**src/verilog/cbr_pkg.sv**
```systemverilog
// package for the can bus-off recovery block: constants, enums and carriers
package cbr_pkg;

  // activity field encodings
  typedef enum logic [1:0] {
    ACT_SYNC = 2'h0,
    ACT_IDLE = 2'h1,
    ACT_RX   = 2'h2,
    ACT_TX   = 2'h3
  } cbr_act_t;

  // recovery sequencer states
  typedef enum logic [2:0] {
    ST_ACTIVE  = 3'h0,
    ST_HALTED  = 3'h1,
    ST_RECOVER = 3'h2,
    ST_SETTLE  = 3'h3,
    ST_IDLE    = 3'h4,
    ST_BUSY    = 3'h5
  } cbr_state_t;

  localparam logic [2:0] LEC_NONE       = 3'h0;
  localparam logic [2:0] LEC_BIT0_ERROR = 3'h5;
  localparam int         IDLE_BITS      = 11;   // recessive bits per bus-idle condition
  localparam int         IDLE_COUNT     = 129;  // idle conditions counted before leaving bus-off
  localparam int         BUSOFF_LIMIT   = 255;  // tx error count above this means bus-off
  localparam int         CNT_W          = 9;    // error counter width, holds 256

  // status carrier seen by software
  typedef struct packed {
    logic               busoffFlag;
    cbr_act_t           busActivityState;
    logic [2:0]         lastErrorCode;
    logic [CNT_W-1:0]   rxErrorCount;
    logic [CNT_W-1:0]   txErrorCount;
  } cbr_status_t;

endpackage : cbr_pkg
```
**src/verilog/cbr_busoff_recovery.sv**
```systemverilog
// bus-off entry, recovery sequencing and interrupt flag set/clear priority
module cbr_busoff_recovery
  import cbr_pkg::*;
#(
  parameter int IDLE_BITS_P  = IDLE_BITS,
  parameter int IDLE_COUNT_P = IDLE_COUNT
) (
  // clock and reset
  input  wire logic        sys_clk,
  input  wire logic        reset,
  // bit timing and bus, from the protocol engine (same clock)
  input  wire logic        bitTick,
  input  wire logic        rxBit,
  input  wire logic        frameDone,
  input  wire logic        txErrInc,
  input  wire logic        rxErrInc,
  // bus message interface
  input  wire logic        rxMsgValid,
  output logic             rxMsgAccept,
  input  wire logic        txRequest,
  output logic             txStart,
  // software controls
  input  wire logic        initHoldClear,
  input  wire logic        peIrqClear,
  input  wire logic        protocol_error_irq_enable,
  input  wire logic        rxTimeoutSet,
  input  wire logic        rxTimeoutClear,
  // status
  output logic             init_hold,
  output cbr_status_t      status,
  output logic             protocol_error_irq_flag,
  output logic             rx_timeout_event,
  output logic             irqRequest
);

  localparam int BW = $clog2(IDLE_BITS_P + 1);
  localparam int CW = $clog2(IDLE_COUNT_P + 1);
  localparam logic [BW-1:0] BITS_MAX = BW'(IDLE_BITS_P);
  localparam logic [CW-1:0] CNT_MAX  = CW'(IDLE_COUNT_P);
  localparam logic [CNT_W-1:0] CNT_ZERO = 9'h000;
  localparam logic [CNT_W-1:0] CNT_ONE  = 9'h001;
  localparam logic [CNT_W-1:0] TEC_LIM  = CNT_W'(BUSOFF_LIMIT);

  cbr_state_t       state_ff,   nxt_state;
  logic             hold_ff,    nxt_hold;
  logic             busoff_ff,  nxt_busoff;
  cbr_act_t         act_ff,     nxt_act;
  logic [2:0]       lec_ff,     nxt_lec;
  logic [CNT_W-1:0] tec_ff,     nxt_tec;
  logic [CNT_W-1:0] rec_ff,     nxt_rec;
  logic [BW-1:0]    recBits_ff, nxt_recBits;
  logic [CW-1:0]    idles_ff,   nxt_idles;
  logic             pea_ff,     nxt_pea;
  logic             rto_ff,     nxt_rto;
  logic             peaIrq_ff,  nxt_peaIrq;
  logic             txPend_ff,  nxt_txPend;
  logic             txStart_ff, nxt_txStart;
  logic             idleEvt;
  logic             recovering;

  // saturating increment used for both error counters
  function automatic logic [CNT_W-1:0] satInc(input logic [CNT_W-1:0] v);
    satInc = (v == {CNT_W{1'b1}}) ? v : v + CNT_ONE;
  endfunction : satInc

  assign recovering = (state_ff == ST_RECOVER);
  // one more idle condition seen: eleventh recessive bit in a row
  assign idleEvt = recovering && bitTick && rxBit && (recBits_ff == BITS_MAX - 1'b1);

  // protocol and recovery sequencer next state
  always_comb begin
    nxt_state   = state_ff;
    nxt_hold    = hold_ff;
    nxt_busoff  = busoff_ff;
    nxt_act     = act_ff;
    nxt_lec     = lec_ff;
    nxt_tec     = tec_ff;
    nxt_rec     = rec_ff;
    nxt_recBits = recBits_ff;
    nxt_idles   = idles_ff;
    nxt_txStart = 1'b0;
    nxt_txPend  = txPend_ff | txRequest;  // requests are held while not idle
    unique case (state_ff)
      ST_ACTIVE, ST_IDLE, ST_BUSY: begin
        if (txErrInc) nxt_tec = satInc(tec_ff);
        if (rxErrInc) nxt_rec = satInc(rec_ff);
        if (txErrInc && tec_ff >= TEC_LIM) begin  // count passes 255
          nxt_state  = ST_HALTED;
          nxt_busoff = 1'b1;
          nxt_hold   = 1'b1;
          nxt_act    = ACT_SYNC;
        end else if (state_ff == ST_ACTIVE && bitTick) begin
          nxt_state = ST_IDLE;
          nxt_act   = ACT_IDLE;
        end else if (state_ff == ST_IDLE && bitTick) begin
          // idle lasted a whole bit before leaving it
          if (!rxBit) begin
            nxt_state = ST_BUSY;
            nxt_act   = ACT_RX;
          end else if (txPend_ff) begin
            nxt_state   = ST_BUSY;
            nxt_act     = ACT_TX;
            nxt_txStart = 1'b1;
            nxt_txPend  = txRequest;
          end
        end else if (state_ff == ST_BUSY && frameDone) begin
          nxt_state = ST_ACTIVE;
        end
      end
      ST_HALTED: begin
        // nothing moves until software drops the hold
        if (initHoldClear) begin
          nxt_hold    = 1'b0;
          nxt_state   = ST_RECOVER;
          nxt_rec     = CNT_ZERO;
          nxt_recBits = '0;
          nxt_idles   = '0;
        end
      end
      ST_RECOVER: begin
        nxt_act = ACT_SYNC;                       // synchronizing, flag kept
        if (bitTick) begin
          if (!rxBit) nxt_recBits = '0;           // dominant bit restarts the idle run
          else if (idleEvt) nxt_recBits = '0;
          else nxt_recBits = recBits_ff + 1'b1;
        end
        if (idleEvt) begin
          nxt_idles = idles_ff + 1'b1;
          nxt_rec   = satInc(rec_ff);             // idle count readable in the rx counter
          nxt_lec   = LEC_BIT0_ERROR;
        end
        // idle 129 done; the 1420th bit closes the sequence
        if (idles_ff == CNT_MAX && bitTick) begin
          nxt_state  = ST_SETTLE;
          nxt_busoff = 1'b0;
          nxt_tec    = CNT_ZERO;
          nxt_rec    = CNT_ZERO;
        end
      end
      ST_SETTLE: begin
        if (bitTick) begin                        // idle one bit after bus-off clears
          nxt_state = ST_IDLE;
          nxt_act   = ACT_IDLE;
        end
      end
      default: begin
        nxt_state = ST_HALTED;
      end
    endcase
  end

  // sequencer registers
  always_ff @(posedge sys_clk) begin
    if (reset) begin
      state_ff   <= ST_ACTIVE;
      hold_ff    <= 1'b0;
      busoff_ff  <= 1'b0;
      act_ff     <= ACT_SYNC;
      lec_ff     <= LEC_NONE;
      tec_ff     <= CNT_ZERO;
      rec_ff     <= CNT_ZERO;
      recBits_ff <= '0;
      idles_ff   <= '0;
      txPend_ff  <= 1'b0;
      txStart_ff <= 1'b0;
    end else begin
      state_ff   <= nxt_state;
      hold_ff    <= nxt_hold;
      busoff_ff  <= nxt_busoff;
      act_ff     <= nxt_act;
      lec_ff     <= nxt_lec;
      tec_ff     <= nxt_tec;
      rec_ff     <= nxt_rec;
      recBits_ff <= nxt_recBits;
      idles_ff   <= nxt_idles;
      txPend_ff  <= nxt_txPend;
      txStart_ff <= nxt_txStart;
    end
  end

  // interrupt flags: set beats a same-cycle clear on the protocol error flag, request only on a rising flag
  always_comb begin
    nxt_pea    = idleEvt | (pea_ff & ~peIrqClear);
    nxt_peaIrq = nxt_pea & ~pea_ff & protocol_error_irq_enable;
    // the timeout flag is the exception: clear wins over a set
    nxt_rto    = ~rxTimeoutClear & (rto_ff | rxTimeoutSet);
  end

  // flag registers
  always_ff @(posedge sys_clk) begin
    if (reset) begin
      pea_ff    <= 1'b0;
      rto_ff    <= 1'b0;
      peaIrq_ff <= 1'b0;
    end else begin
      pea_ff    <= nxt_pea;
      rto_ff    <= nxt_rto;
      peaIrq_ff <= nxt_peaIrq;
    end
  end

  // outputs; receive path closed whenever the block is not on the bus
  assign rxMsgAccept             = rxMsgValid && (state_ff == ST_BUSY) && (act_ff == ACT_RX);
  assign txStart                 = txStart_ff;
  assign init_hold               = hold_ff;
  // one driver for the whole status word, so no field is left to a second assignment
  assign status                  = '{busoffFlag:       busoff_ff,
                                     busActivityState: act_ff,
                                     lastErrorCode:    lec_ff,
                                     rxErrorCount:     rec_ff,
                                     txErrorCount:     tec_ff};
  assign protocol_error_irq_flag = pea_ff;
  assign rx_timeout_event        = rto_ff;
  assign irqRequest              = peaIrq_ff;

  // assertions
  property p_busoff_hold;
    @(posedge sys_clk) disable iff (reset)
      $rose(busoff_ff) |-> hold_ff && act_ff == ACT_SYNC;
  endproperty
  a_busoff_hold: assert property (p_busoff_hold) else $error("bus-off without hold");

  property p_halt_until_clear;
    @(posedge sys_clk) disable iff (reset)
      state_ff == ST_HALTED && !initHoldClear |=> state_ff == ST_HALTED;
  endproperty
  a_halt_until_clear: assert property (p_halt_until_clear) else $error("left halt without clear");

  property p_recover_sync;
    @(posedge sys_clk) disable iff (reset)
      recovering |-> busoff_ff && act_ff == ACT_SYNC;
  endproperty
  a_recover_sync: assert property (p_recover_sync) else $error("recovery status wrong");

  property p_idle_lec;
    @(posedge sys_clk) disable iff (reset)
      idleEvt |=> lec_ff == LEC_BIT0_ERROR && pea_ff && rec_ff == satInc($past(rec_ff));
  endproperty
  a_idle_lec: assert property (p_idle_lec) else $error("idle event not flagged");

  property p_no_rx;
    @(posedge sys_clk) disable iff (reset)
      busoff_ff |-> !rxMsgAccept;
  endproperty
  a_no_rx: assert property (p_no_rx) else $error("message accepted in bus-off");

  property p_tx_idle;
    @(posedge sys_clk) disable iff (reset)
      txStart |-> $past(act_ff) == ACT_IDLE && !busoff_ff;
  endproperty
  a_tx_idle: assert property (p_tx_idle) else $error("tx started outside idle");

  property p_complete;
    @(posedge sys_clk) disable iff (reset)
      $fell(busoff_ff) |-> tec_ff == CNT_ZERO && rec_ff == CNT_ZERO && state_ff == ST_SETTLE;
  endproperty
  a_complete: assert property (p_complete) else $error("counters not cleared at end");

  property p_set_wins;
    @(posedge sys_clk) disable iff (reset)
      idleEvt && peIrqClear |=> pea_ff;
  endproperty
  a_set_wins: assert property (p_set_wins) else $error("clear beat set");

  property p_edge_irq;
    @(posedge sys_clk) disable iff (reset)
      irqRequest |-> pea_ff && !$past(pea_ff);
  endproperty
  a_edge_irq: assert property (p_edge_irq) else $error("request without rising flag");

  property p_busoff_entry;
    @(posedge sys_clk) disable iff (reset)
      !busoff_ff && txErrInc && tec_ff == TEC_LIM |=> busoff_ff && hold_ff && state_ff == ST_HALTED;
  endproperty
  a_busoff_entry: assert property (p_busoff_entry) else $error("no bus-off past the limit");

  property p_dom_restart;
    @(posedge sys_clk) disable iff (reset)
      recovering && bitTick && !rxBit |=> recBits_ff == '0 && busoff_ff;
  endproperty
  a_dom_restart: assert property (p_dom_restart) else $error("idle run not restarted");

  property p_busoff_end;
    @(posedge sys_clk) disable iff (reset)
      $fell(busoff_ff) |-> $past(idles_ff) == CNT_MAX && $past(bitTick);
  endproperty
  a_busoff_end: assert property (p_busoff_end) else $error("bus-off left too early");

  property p_idle_hold;
    @(posedge sys_clk) disable iff (reset)
      state_ff == ST_IDLE && !bitTick && !txErrInc |=> state_ff == ST_IDLE && act_ff == ACT_IDLE;
  endproperty
  a_idle_hold: assert property (p_idle_hold) else $error("idle left inside a bit");

  property p_rto_clear;
    @(posedge sys_clk) disable iff (reset)
      rxTimeoutClear |=> !rx_timeout_event;
  endproperty
  a_rto_clear: assert property (p_rto_clear) else $error("timeout clear lost");

endmodule : cbr_busoff_recovery

```
**config.mk**
```make
export PLATFORM = sky130hd
export DESIGN_NAME = cbr_busoff_recovery
export DESIGN_NICKNAME = d
export VERILOG_FILES = /design/src/verilog/cbr_pkg.sv /design/src/verilog/cbr_busoff_recovery.sv
export SDC_FILE = /design/constraint.sdc
export NUM_CORES = 1
export LEC_CHECK = 0
export BUFFER_PORTS_ARGS = -buffer_cell sky130_fd_sc_hd__buf_4
export CORE_ASPECT_RATIO = 1.25
export CORE_MARGIN = 3
export CORE_UTILIZATION = 55
export DETAILED_ROUTE_END_ITERATION = 12
export GPL_TIMING_DRIVEN = 1
export PLACE_DENSITY = 0.77
export SYNTH_ARGS = -nofsm -noshare
export SYNTH_HDL_FRONTEND = slang
export SYNTH_SLANG_ARGS = --single-unit
```
**constraint.sdc**
```tcl
create_clock -name sys_clk -period 3.1 [get_ports sys_clk]
set_input_delay 0.31 -clock sys_clk [delete_from_list [all_inputs] [get_ports sys_clk]]
set_output_delay 0.31 -clock sys_clk [all_outputs]
set_load 0.03 [all_outputs]
```
Yosys cells after proc, flatten, opt, wreduce, memory -nomap -nowiden
Index checks and enable logic that the tools add are counted.
Widths: inputs -> output; s select.
- bits in registers: 43
- input bits: 14
- logic and storage cells: 130
- $add $sub $neg: 4
- $lt $le $gt $ge: 1
- equal/unequal tests: 24
- multiplexer cells: 47
- bitwise logic cells: 13
- reductions and logical operators: 27
- operators with widths (operator ; number):
    $mux 9 ; 8
    $mux 3 ; 9
    $pmux 9 s3 ; 1
    $add 9x1->9 const B ; 2
    $eq 9x9->1 const B ; 2
    $pmux 9 s2 ; 1
    $mux 4 ; 4
    $mux 8 ; 2
    $ne 2x2->1 const B ; 8
    $pmux 8 s2 ; 1
    $mux 2 ; 6
    $pmux 3 s4 ; 1
    $reduce_and 3->1 ; 4
    $reduce_and 4->1 ; 3
    $logic_and 1x1->1 ; 10
    $mux 1 ; 10
    $ne 5x5->1 const B ; 2
    $ge 9x8->1 const B ; 1
    $add 8x1->8 const B ; 1
    $eq 8x8->1 const B ; 1
    $pmux 4 s2 ; 1
    $eq 3x2->1 const B ; 2
    $eq 3x3->1 const B ; 2
    $ne 6x6->1 const B ; 1
    other kinds (19) ; 33

Longest topological paths before layout
Gate-level depths: netlist (run 1).
- depth in word-level cells: 8
- mapped depth: 9
- depth with buffers taken out: 7

Worst setup path after synthesis (run 1)
Ideal clock, no wire load.
- path type: flip-flop to flip-flop
- start: register tec_ff[4]
- end: register state_ff[2]
- data arrival time: 2.207 ns
- required time: 2.979 ns
- setup slack: 0.772 ns
- stages on the path, launching flop included: 9
- clock period less this slack: 2.328 ns
- path through: dfxtp_1 and4_1 clkbuf_1 and4_1 ha_1 a211o_1 a211o_1 o221ai_1 mux2_2
- longest elaborated chain between the ends: 4
- elaborated cells between the ends (all ways): 7
- RTL lines (element ; RTL line ; RTL):
    from (decl) ; cbr_busoff_recovery.sv:49 ; logic [CNT_W-1:0] tec_ff, nxt_tec;
    from (signal assigned) ; cbr_busoff_recovery.sv:172 ; tec_ff <= nxt_tec;
    $ge 9x8->1 (*) ; cbr_busoff_recovery.sv:87 ; if (txErrInc && tec_ff >= TEC_LIM) begin
    $logic_and 1x1->1 (*) ; cbr_busoff_recovery.sv:87 ;
    $ne 6x6->1 (no line) (tied with other cells) ; -- ;
    $reduce_and 5->1 (no line) / $pmux 3 s4 (equally long branches) ; -- ;
    to (signal assigned) ; cbr_busoff_recovery.sv:167 ; state_ff <= nxt_state;
    to (decl) ; cbr_busoff_recovery.sv:44 ; cbr_state_t state_ff, nxt_state;
Every way passes the cells marked *; elsewhere a longest branch is shown, timed or not.
A chain may end at the register's enable or synchronous reset.

Worst setup path after layout (run 1)
- start: register state_ff[2]
- end: register state_ff[2]
- longest elaborated chain between the ends: 6
- elaborated cells between the ends (all ways): 20
- RTL lines (element ; RTL line ; RTL):
    $eq 3x3->1 ; cbr_busoff_recovery.sv:83, cbr_busoff_recovery.sv:95 ;
    $logic_and 1x1->1 ; cbr_busoff_recovery.sv:95 ; end else if (state_ff == ST_IDLE && bitTick) begin
    $mux 3 ; cbr_busoff_recovery.sv:95 ;
    $mux 3 ; cbr_busoff_recovery.sv:92 ; end else if (state_ff == ST_ACTIVE && bitTick) begin
    $mux 3 ; cbr_busoff_recovery.sv:87 ;
    $pmux 3 s4 ; cbr_busoff_recovery.sv:83 ; unique case (state_ff)
Parallel ways exist; a longest one is shown, timed or not.

==> impl_metrics.yaml, run 1 <==
clock_network:
  clock-sinks: 43
  cts_tree: "yes"
  insertion_delay_ns: 0.29
  postCtsSetupBuffers: 0
  cts_buffers: 5
  cts_root_buffer: "clkbuf_8"
  cts.clk_slew.worst_paths_ns: 0.08
  postCtsHoldBufs: 0
  ctsLongestPathBuffers: 2
  cts_resized: 0
  h-tree-depth: 2
global_routing:
  grt_max_degree: 29
  antenna_found_initial: 0
  grt_first_pass_wirelength_um: 8960
  grt_pass1_vias: 1951
  grt_overflow: 0
  grt_usage_pct: 21.7
place:
  place_hpwl_um: 3740
  dpl.cell_count: 367
  gp_routability_congestion: 0.833
  io_buffer_count: 42
critical_path:
  reg2reg_to: "state_ff[2]"
  crit_fanout: 26
  endpoint_kind: "flop"
  reg2regPathDepth: 5
  worstPathCellList: "inv_1 -> o311a_1 -> a211o_1 -> o221ai_1 -> mux2_2"
  critPathKind: "reg2reg"
  critPathArrivalTime_ns: 2.54
  r2r_setup_slack_ns: 0.76
  cp_num_buf_inv: 1
  cp_slowest_cell: "dfxtp_1"
  critPathMaxStageDelay_ns: 0.87
  cp-start-kind: "flop"
  cp.required_ns: 3.29
  r2r_start: "state_ff[2]"
  path_delay_family: "flip-flops"
detailed_routing:
  viasPerCell: 5.74
  first_iter_violations: 184
  firstDrtPassIters: 4
  avgRoutedWirePerCell_um: 13.9
  routed_wl_um: 5210
  vias: 2154
  final_antenna_net_count: 0
  post-route-drc-count: 0
die:
  die_h_um: 79.7
  core.rowCount: 26
  core_area_um2: 4130
  ios: 44
  initial_core_util_pct: 57.9
  dieArea_um2: 5180
  die_x_um: 65.0
layout:
  final_nets: 340
  final_cells: 375
  areaGrowthSynthToFinish_pct: 18.2
  fillers: 362
  antenna_cells: 0
  layout-drive-gt1-share_pct: 19.1
synthesis:
  yosysUniqueCellTypes: 57
  avgSynthCellArea_um2: 8.39
  synth-seq-cells: 43
  yosys_warnings: 0
  ys_seq_area_share_pct: 36.0
  syn_nets: 307
  synth_edf_count: 0
  synth_flop_cell: "dfxtp_1"
  netlist_instances: 285
  syn_area_um2: 2390
  async_flop_share_pct: 0
timing:
  rsz0062_at_grt: "no"
  tightest_slew_ns: 0.832
  min_period_ns: 2.34
  finalHoldViolCount: 0
  drv_slew: 0
  fmax_mhz: 427
  holdWs_ns: 0.175
  fin_crit_sh_pct: 75.6
  skew_ns: 0.00811
  slew_headroom_pct: 44.5
  timing.setup.tns_ns: 0
  finalSetupViolations: 0
power_and_ir_drop:
  powerDensity_nw_per_um2: 423
  leakagePower_uw: 0.00112
  vdd_drop_max_mv: 0.310
worst_hold_path:
  hp-class: "in2reg"
  whs_endpoint: "rx_timeout_event"
  holdPathStages: 2
  worstHoldStart: "rxTimeoutClear"
flow_run:
  maxCapViolations: 0
status:
  outcome: "finished clean"
final cells by class:
| cell class | instances | area (um^2) | share of cell area (%) |
|---|---|---|---|
| clock inverter | 2 | 35.0 | 1.24 |
| clock buffer | 6 | 82.6 | 2.92 |
| multi-input combinational | 213 | 1410 | 49.9 |
| tap | 56 | 70.1 | 2.48 |
| sequential | 43 | 861 | 30.5 |
| timing repair buffer | 43 | 323 | 11.4 |
| inverter | 12 | 45.0 | 1.59 |
routing by layer:
layer | track usage, % | vias up | part of all wire, %
li1 | - | 1096 | -
met1 | 27.7 | 1002 | 46
met2 | 36.6 | 49 | 48
met3 | 3.80 | 7 | 4.4
met4 | 7.19 | 0 | 1.6
met5 | 0 | - | 0
worst register-to-register path, cell delays in order (launching register included):
cell and delay, ns:
dfxtp_1 0.87, inv_1 0.22, o311a_1 0.40, a211o_1 0.26, o221ai_1 0.11, mux2_2 0.37
state kept, by name, summed over array words and instances (netlist names), 2 cells and up:
register / flops
recBits_ff: 4
tec_ff: 9
rec_ff: 9
state_ff: 3
act_ff: 2
idles_ff: 8
synthesized netlist by cell type, drive strengths merged (2+ instances only):
cell type | count | share of area, %
nor4 | 3 | 0.79
clkbuf | 13 | 2.0
a41oi | 4 | 1.5
or4 | 2 | 0.63
xnor2 | 7 | 2.6
a21o | 3 | 0.94
or2 | 3 | 0.79
inv | 12 | 1.9
dfxtp | 43 | 36
buf | 4 | 1.2
a21oi | 21 | 4.4
nand2 | 16 | 2.5
nor3 | 9 | 2.1
nand2b | 4 | 1.0
nand4b | 2 | 0.73
a31oi | 2 | 0.52
nand3b | 4 | 1.3
and2 | 2 | 0.52
o2111ai | 2 | 0.73
and4 | 4 | 1.5
o221ai | 2 | 1.5
a211oi | 3 | 0.94
mux2i | 3 | 1.3
nand4 | 6 | 1.6
ha | 8 | 4.2
o21ai | 13 | 2.7
a211o | 3 | 1.1
nor3b | 3 | 0.94
o211ai | 3 | 0.94
and3 | 3 | 0.79
nor4b | 4 | 1.5
nor2b | 6 | 1.6
nand3 | 10 | 2.1
a22oi | 2 | 0.63
xor2 | 7 | 2.6
nor2 | 33 | 5.9
metrics by stage:
step	utilization (%)	cell area, um^2	setup WS, ns	total power [uW]
2_1_floorplan	-	2390	0.772	703
3_3_place_gp	65.5	2710	0.816	752
3_5_place_dp	65.5	2710	0.775	754
4_1_cts	68.4	2830	0.751	1200
5_1_grt	68.4	2830	0.528	1240
6_report	68.4	2830	0.756	1200
worst max path at each step:
stage | from | end | slack, ns | cells past startpoint
2_1_floorplan | tec_ff[4] | state_ff[2] | 0.77 | 8
3_5_place_dp | state_ff[2] | rec_ff[3] | 0.78 | 5
4_1_cts | state_ff[2] | rec_ff[3] | 0.75 | 5
5_1_grt | state_ff[2] | rec_ff[3] | 0.53 | 5
6_report | state_ff[2] | state_ff[2] | 0.76 | 5
3_3_place_gp | state_ff[2] | state_ff[2] | 0.82 | 5
report_power, final:
| part | leakage, uW | internal, uW | switching (uW) |
|---|---|---|---|
| clock network | 0.0000612 | 261 | 193 |
| logic | 0.000714 | 62.8 | 88.5 |
| registers | 0.000348 | 566 | 24.1 |
cells by family after synthesis:
logic type               Yosys count  synth area share (%)
flip-flops                        43                  36.0
other                              1                 0.157
buffers and inverters             29                  5.08
multiplexers                       4                  1.73
adder cells (fa/ha/maj)            8                  4.19
AO/OA/AOI/OAI                     66                  19.2
XOR/XNOR                          14                  5.13
AND/OR/NAND/NOR                  120                  28.6
placed cells by master, fill, tap and decap left out, types with 4 or more instances in the layout:
master / n
a21oi_1: 21
a41oi_1: 4
and4_1: 4
buf_4: 43
clkbuf_8: 6
dfxtp_1: 43
ha_1: 8
inv_1: 12
nand2_1: 16
nand2b_1: 4
nand3_1: 10
nand3b_1: 4
nand4_1: 6
nor2_1: 32
nor2b_1: 6
nor3_1: 8
nor4b_1: 4
o21ai_0: 13
xnor2_1: 7
xor2_1: 7
Note: power is estimated with default switching activity, not from simulation.
==> run 2: changes to the inputs <==
CORE_UTILIZATION = 50   (was 55)
PLACE_DENSITY = 0.74   (was 0.77)
clock period = 2 ns   (was 3.1 ns; I/O delays follow)
==> run 2 against run 1 <==
Compared with the run above:
- the flow now finishes with violations (negative setup slack)
- clock skew down 0.0049 ns
- power up 47%
- clock power up 24%
- global-route usage about the same
- sequential power up 51%
- largest cell class unchanged
- utilization up 1.4 points
- non-clock buffer count up 35
- combinational power up 100%
- highest routed layer unchanged
==> impl_metrics.yaml, run 2 (same netlist as run 1, synthesis figures left out) <==
power_and_ir_drop:
  vdd_drop_max_mv: 0.375
  leakagePower_uw: 0.00130
  powerDensity_nw_per_um2: 560
critical_path:
  reg2regPathDepth: 7
  r2r_setup_slack_ns: -0.01
  crit_start: "tec_ff[5]"
  critPathArrivalTime_ns: 2.20
  reg2reg_to: "state_ff[2]"
  cp_slowest_cell: "dfxtp_4"
  worstPathCellList: "and4_1 -> and4_4 -> ha_4 -> a211o_1 -> a211o_1 -> o221ai_2 -> mux2_4"
  endpoint_kind: "flop"
  crit_top_cell: "a211o_1"
  critPathKind: "reg2reg"
  r2r_start: "tec_ff[5]"
  cp.required_ns: 2.20
  crit_fanout: 3
  cp-start-kind: "flop"
  cp_num_buf_inv: 0
  critPathMaxStageDelay_ns: 0.35
  path_delay_family: "compound AO/OA/AOI/OAI gates"
timing:
  tightest_slew_ns: 0.576
  holdWs_ns: 0.0473
  fmax_mhz: 498
  timing.setup.tns_ns: -0.00953
  drv_slew: 0
  fin_crit_sh_pct: 100
  min_period_ns: 2.01
  finalSetupViolations: 1
  setup_ws_ns: -0.00953
  rsz0062_at_grt: "yes"
  slew_headroom_pct: 61.5
  skew_ns: 0.00326
  finalHoldViolCount: 0
detailed_routing:
  routed_wl_um: 6050
  viasPerCell: 5.71
  post-route-drc-count: 0
  final_antenna_net_count: 0
  avgRoutedWirePerCell_um: 14.7
  first_iter_violations: 177
  firstDrtPassIters: 4
  vias: 2353
worst_hold_path:
  hp-class: "in2reg"
  worstHoldStart: "rxTimeoutClear"
  whs_endpoint: "rx_timeout_event"
  holdPathStages: 2
die:
  ios: 44
  die_x_um: 67.9
  core.rowCount: 27
  initial_core_util_pct: 53.2
  dieArea_um2: 5650
  core_area_um2: 4490
  die_h_um: 83.3
layout:
  mostFrequentLayoutCell: "buf_4"
  reg.largest.list: "rec_ff (9), tec_ff (9), idles_ff (8)"
  antenna_cells: 0
  mostFrequentLayoutCells: "buf_4 (77), dfxtp_1 (38), nor2_1 (32), a21oi_1 (21), nand2_1 (16)"
  areaGrowthSynthToFinish_pct: 31.1
  layout-drive-gt1-share_pct: 31.4
  final_nets: 375
status:
  outcome: "finished, violations left"
  violations: "negative setup slack"
global_routing:
  grt_overflow: 0
  grt_first_pass_wirelength_um: 9740
  antenna_found_initial: 0
  grt_usage_pct: 21.7
  grt_pass1_vias: 2223
  grt_max_degree: 29
clock_network:
  postCtsHoldBufs: 0
  insertion_delay_ns: 0.30
  cts_tree: "yes"
  cts.clk_slew.worst_paths_ns: 0.08
  ctsLongestPathBuffers: 2
  cts_buffers: 5
  cts_root_buffer: "clkbuf_8"
  clock-sinks: 43
  h-tree-depth: 2
flow_run:
  maxCapViolations: 0
place:
  io_buffer_count: 42
  gp_routability_congestion: 0.837
  place_hpwl_um: 4240
-- run 2: power breakdown --
part           switching [uW]  internal (uW)
clock network             317            244
logic                     175            129
registers                18.0            873
-- run 2: metal layers --
layer  GRT usage, %  vias to the layer above  wire length, um
met5              0                        -                0
met4           8.14                        0              115
met3           5.14                       12              257
met2           37.1                       56             3140
met1           25.3                     1117             2540
li1               -                     1168                -
-- run 2: what timing repair did --
action / CTS / global route
endpoints found under the hold margin: 0 / 0
cloned: 0 / 1
setup endpoints to repair: 2 / 14
resized for setup: 0 / 9
buffers inserted: 0 / 5
pin swaps: 1 / 6
-- run 2: final cells by class --
cell class / count / area [um^2]
Multi-Input combinational cell: 213 / 1470
Fill cell: 374 / 1360
Sequential cell: 43 / 875
Timing Repair Buffer: 78 / 583
Tap cell: 58 / 72.6
Clock buffer: 5 / 68.8
Inverter: 12 / 45.0
Clock inverter: 3 / 18.8
-- run 2: metrics by stage --
stage          worst slack, ns  util, %  std cells  cell area (um^2)  total power, uW
5_1_grt                -0.0545     69.8        412              3130             1830
3_5_place_dp           -0.0296     66.0        398              2970             1200
4_1_cts                -0.0125     68.0        406              3050             1760
2_1_floorplan           -0.165        -        285              2430             1090
6_report              -0.00953     69.8        412              3130             1760
3_3_place_gp           0.00208     66.0        398              2970             1190
-- run 2: worst max path at each step --
stage / end / slack [ns] / depth (start not counted)
detailed placement: state_ff[2] / -0.03 / 7
global placement: state_ff[2] / 0.002 / 7
floorplan: state_ff[2] / -0.16 / 8
global route: state_ff[2] / -0.05 / 7
CTS: state_ff[2] / -0.01 / 7
finish: state_ff[2] / -0.01 / 7
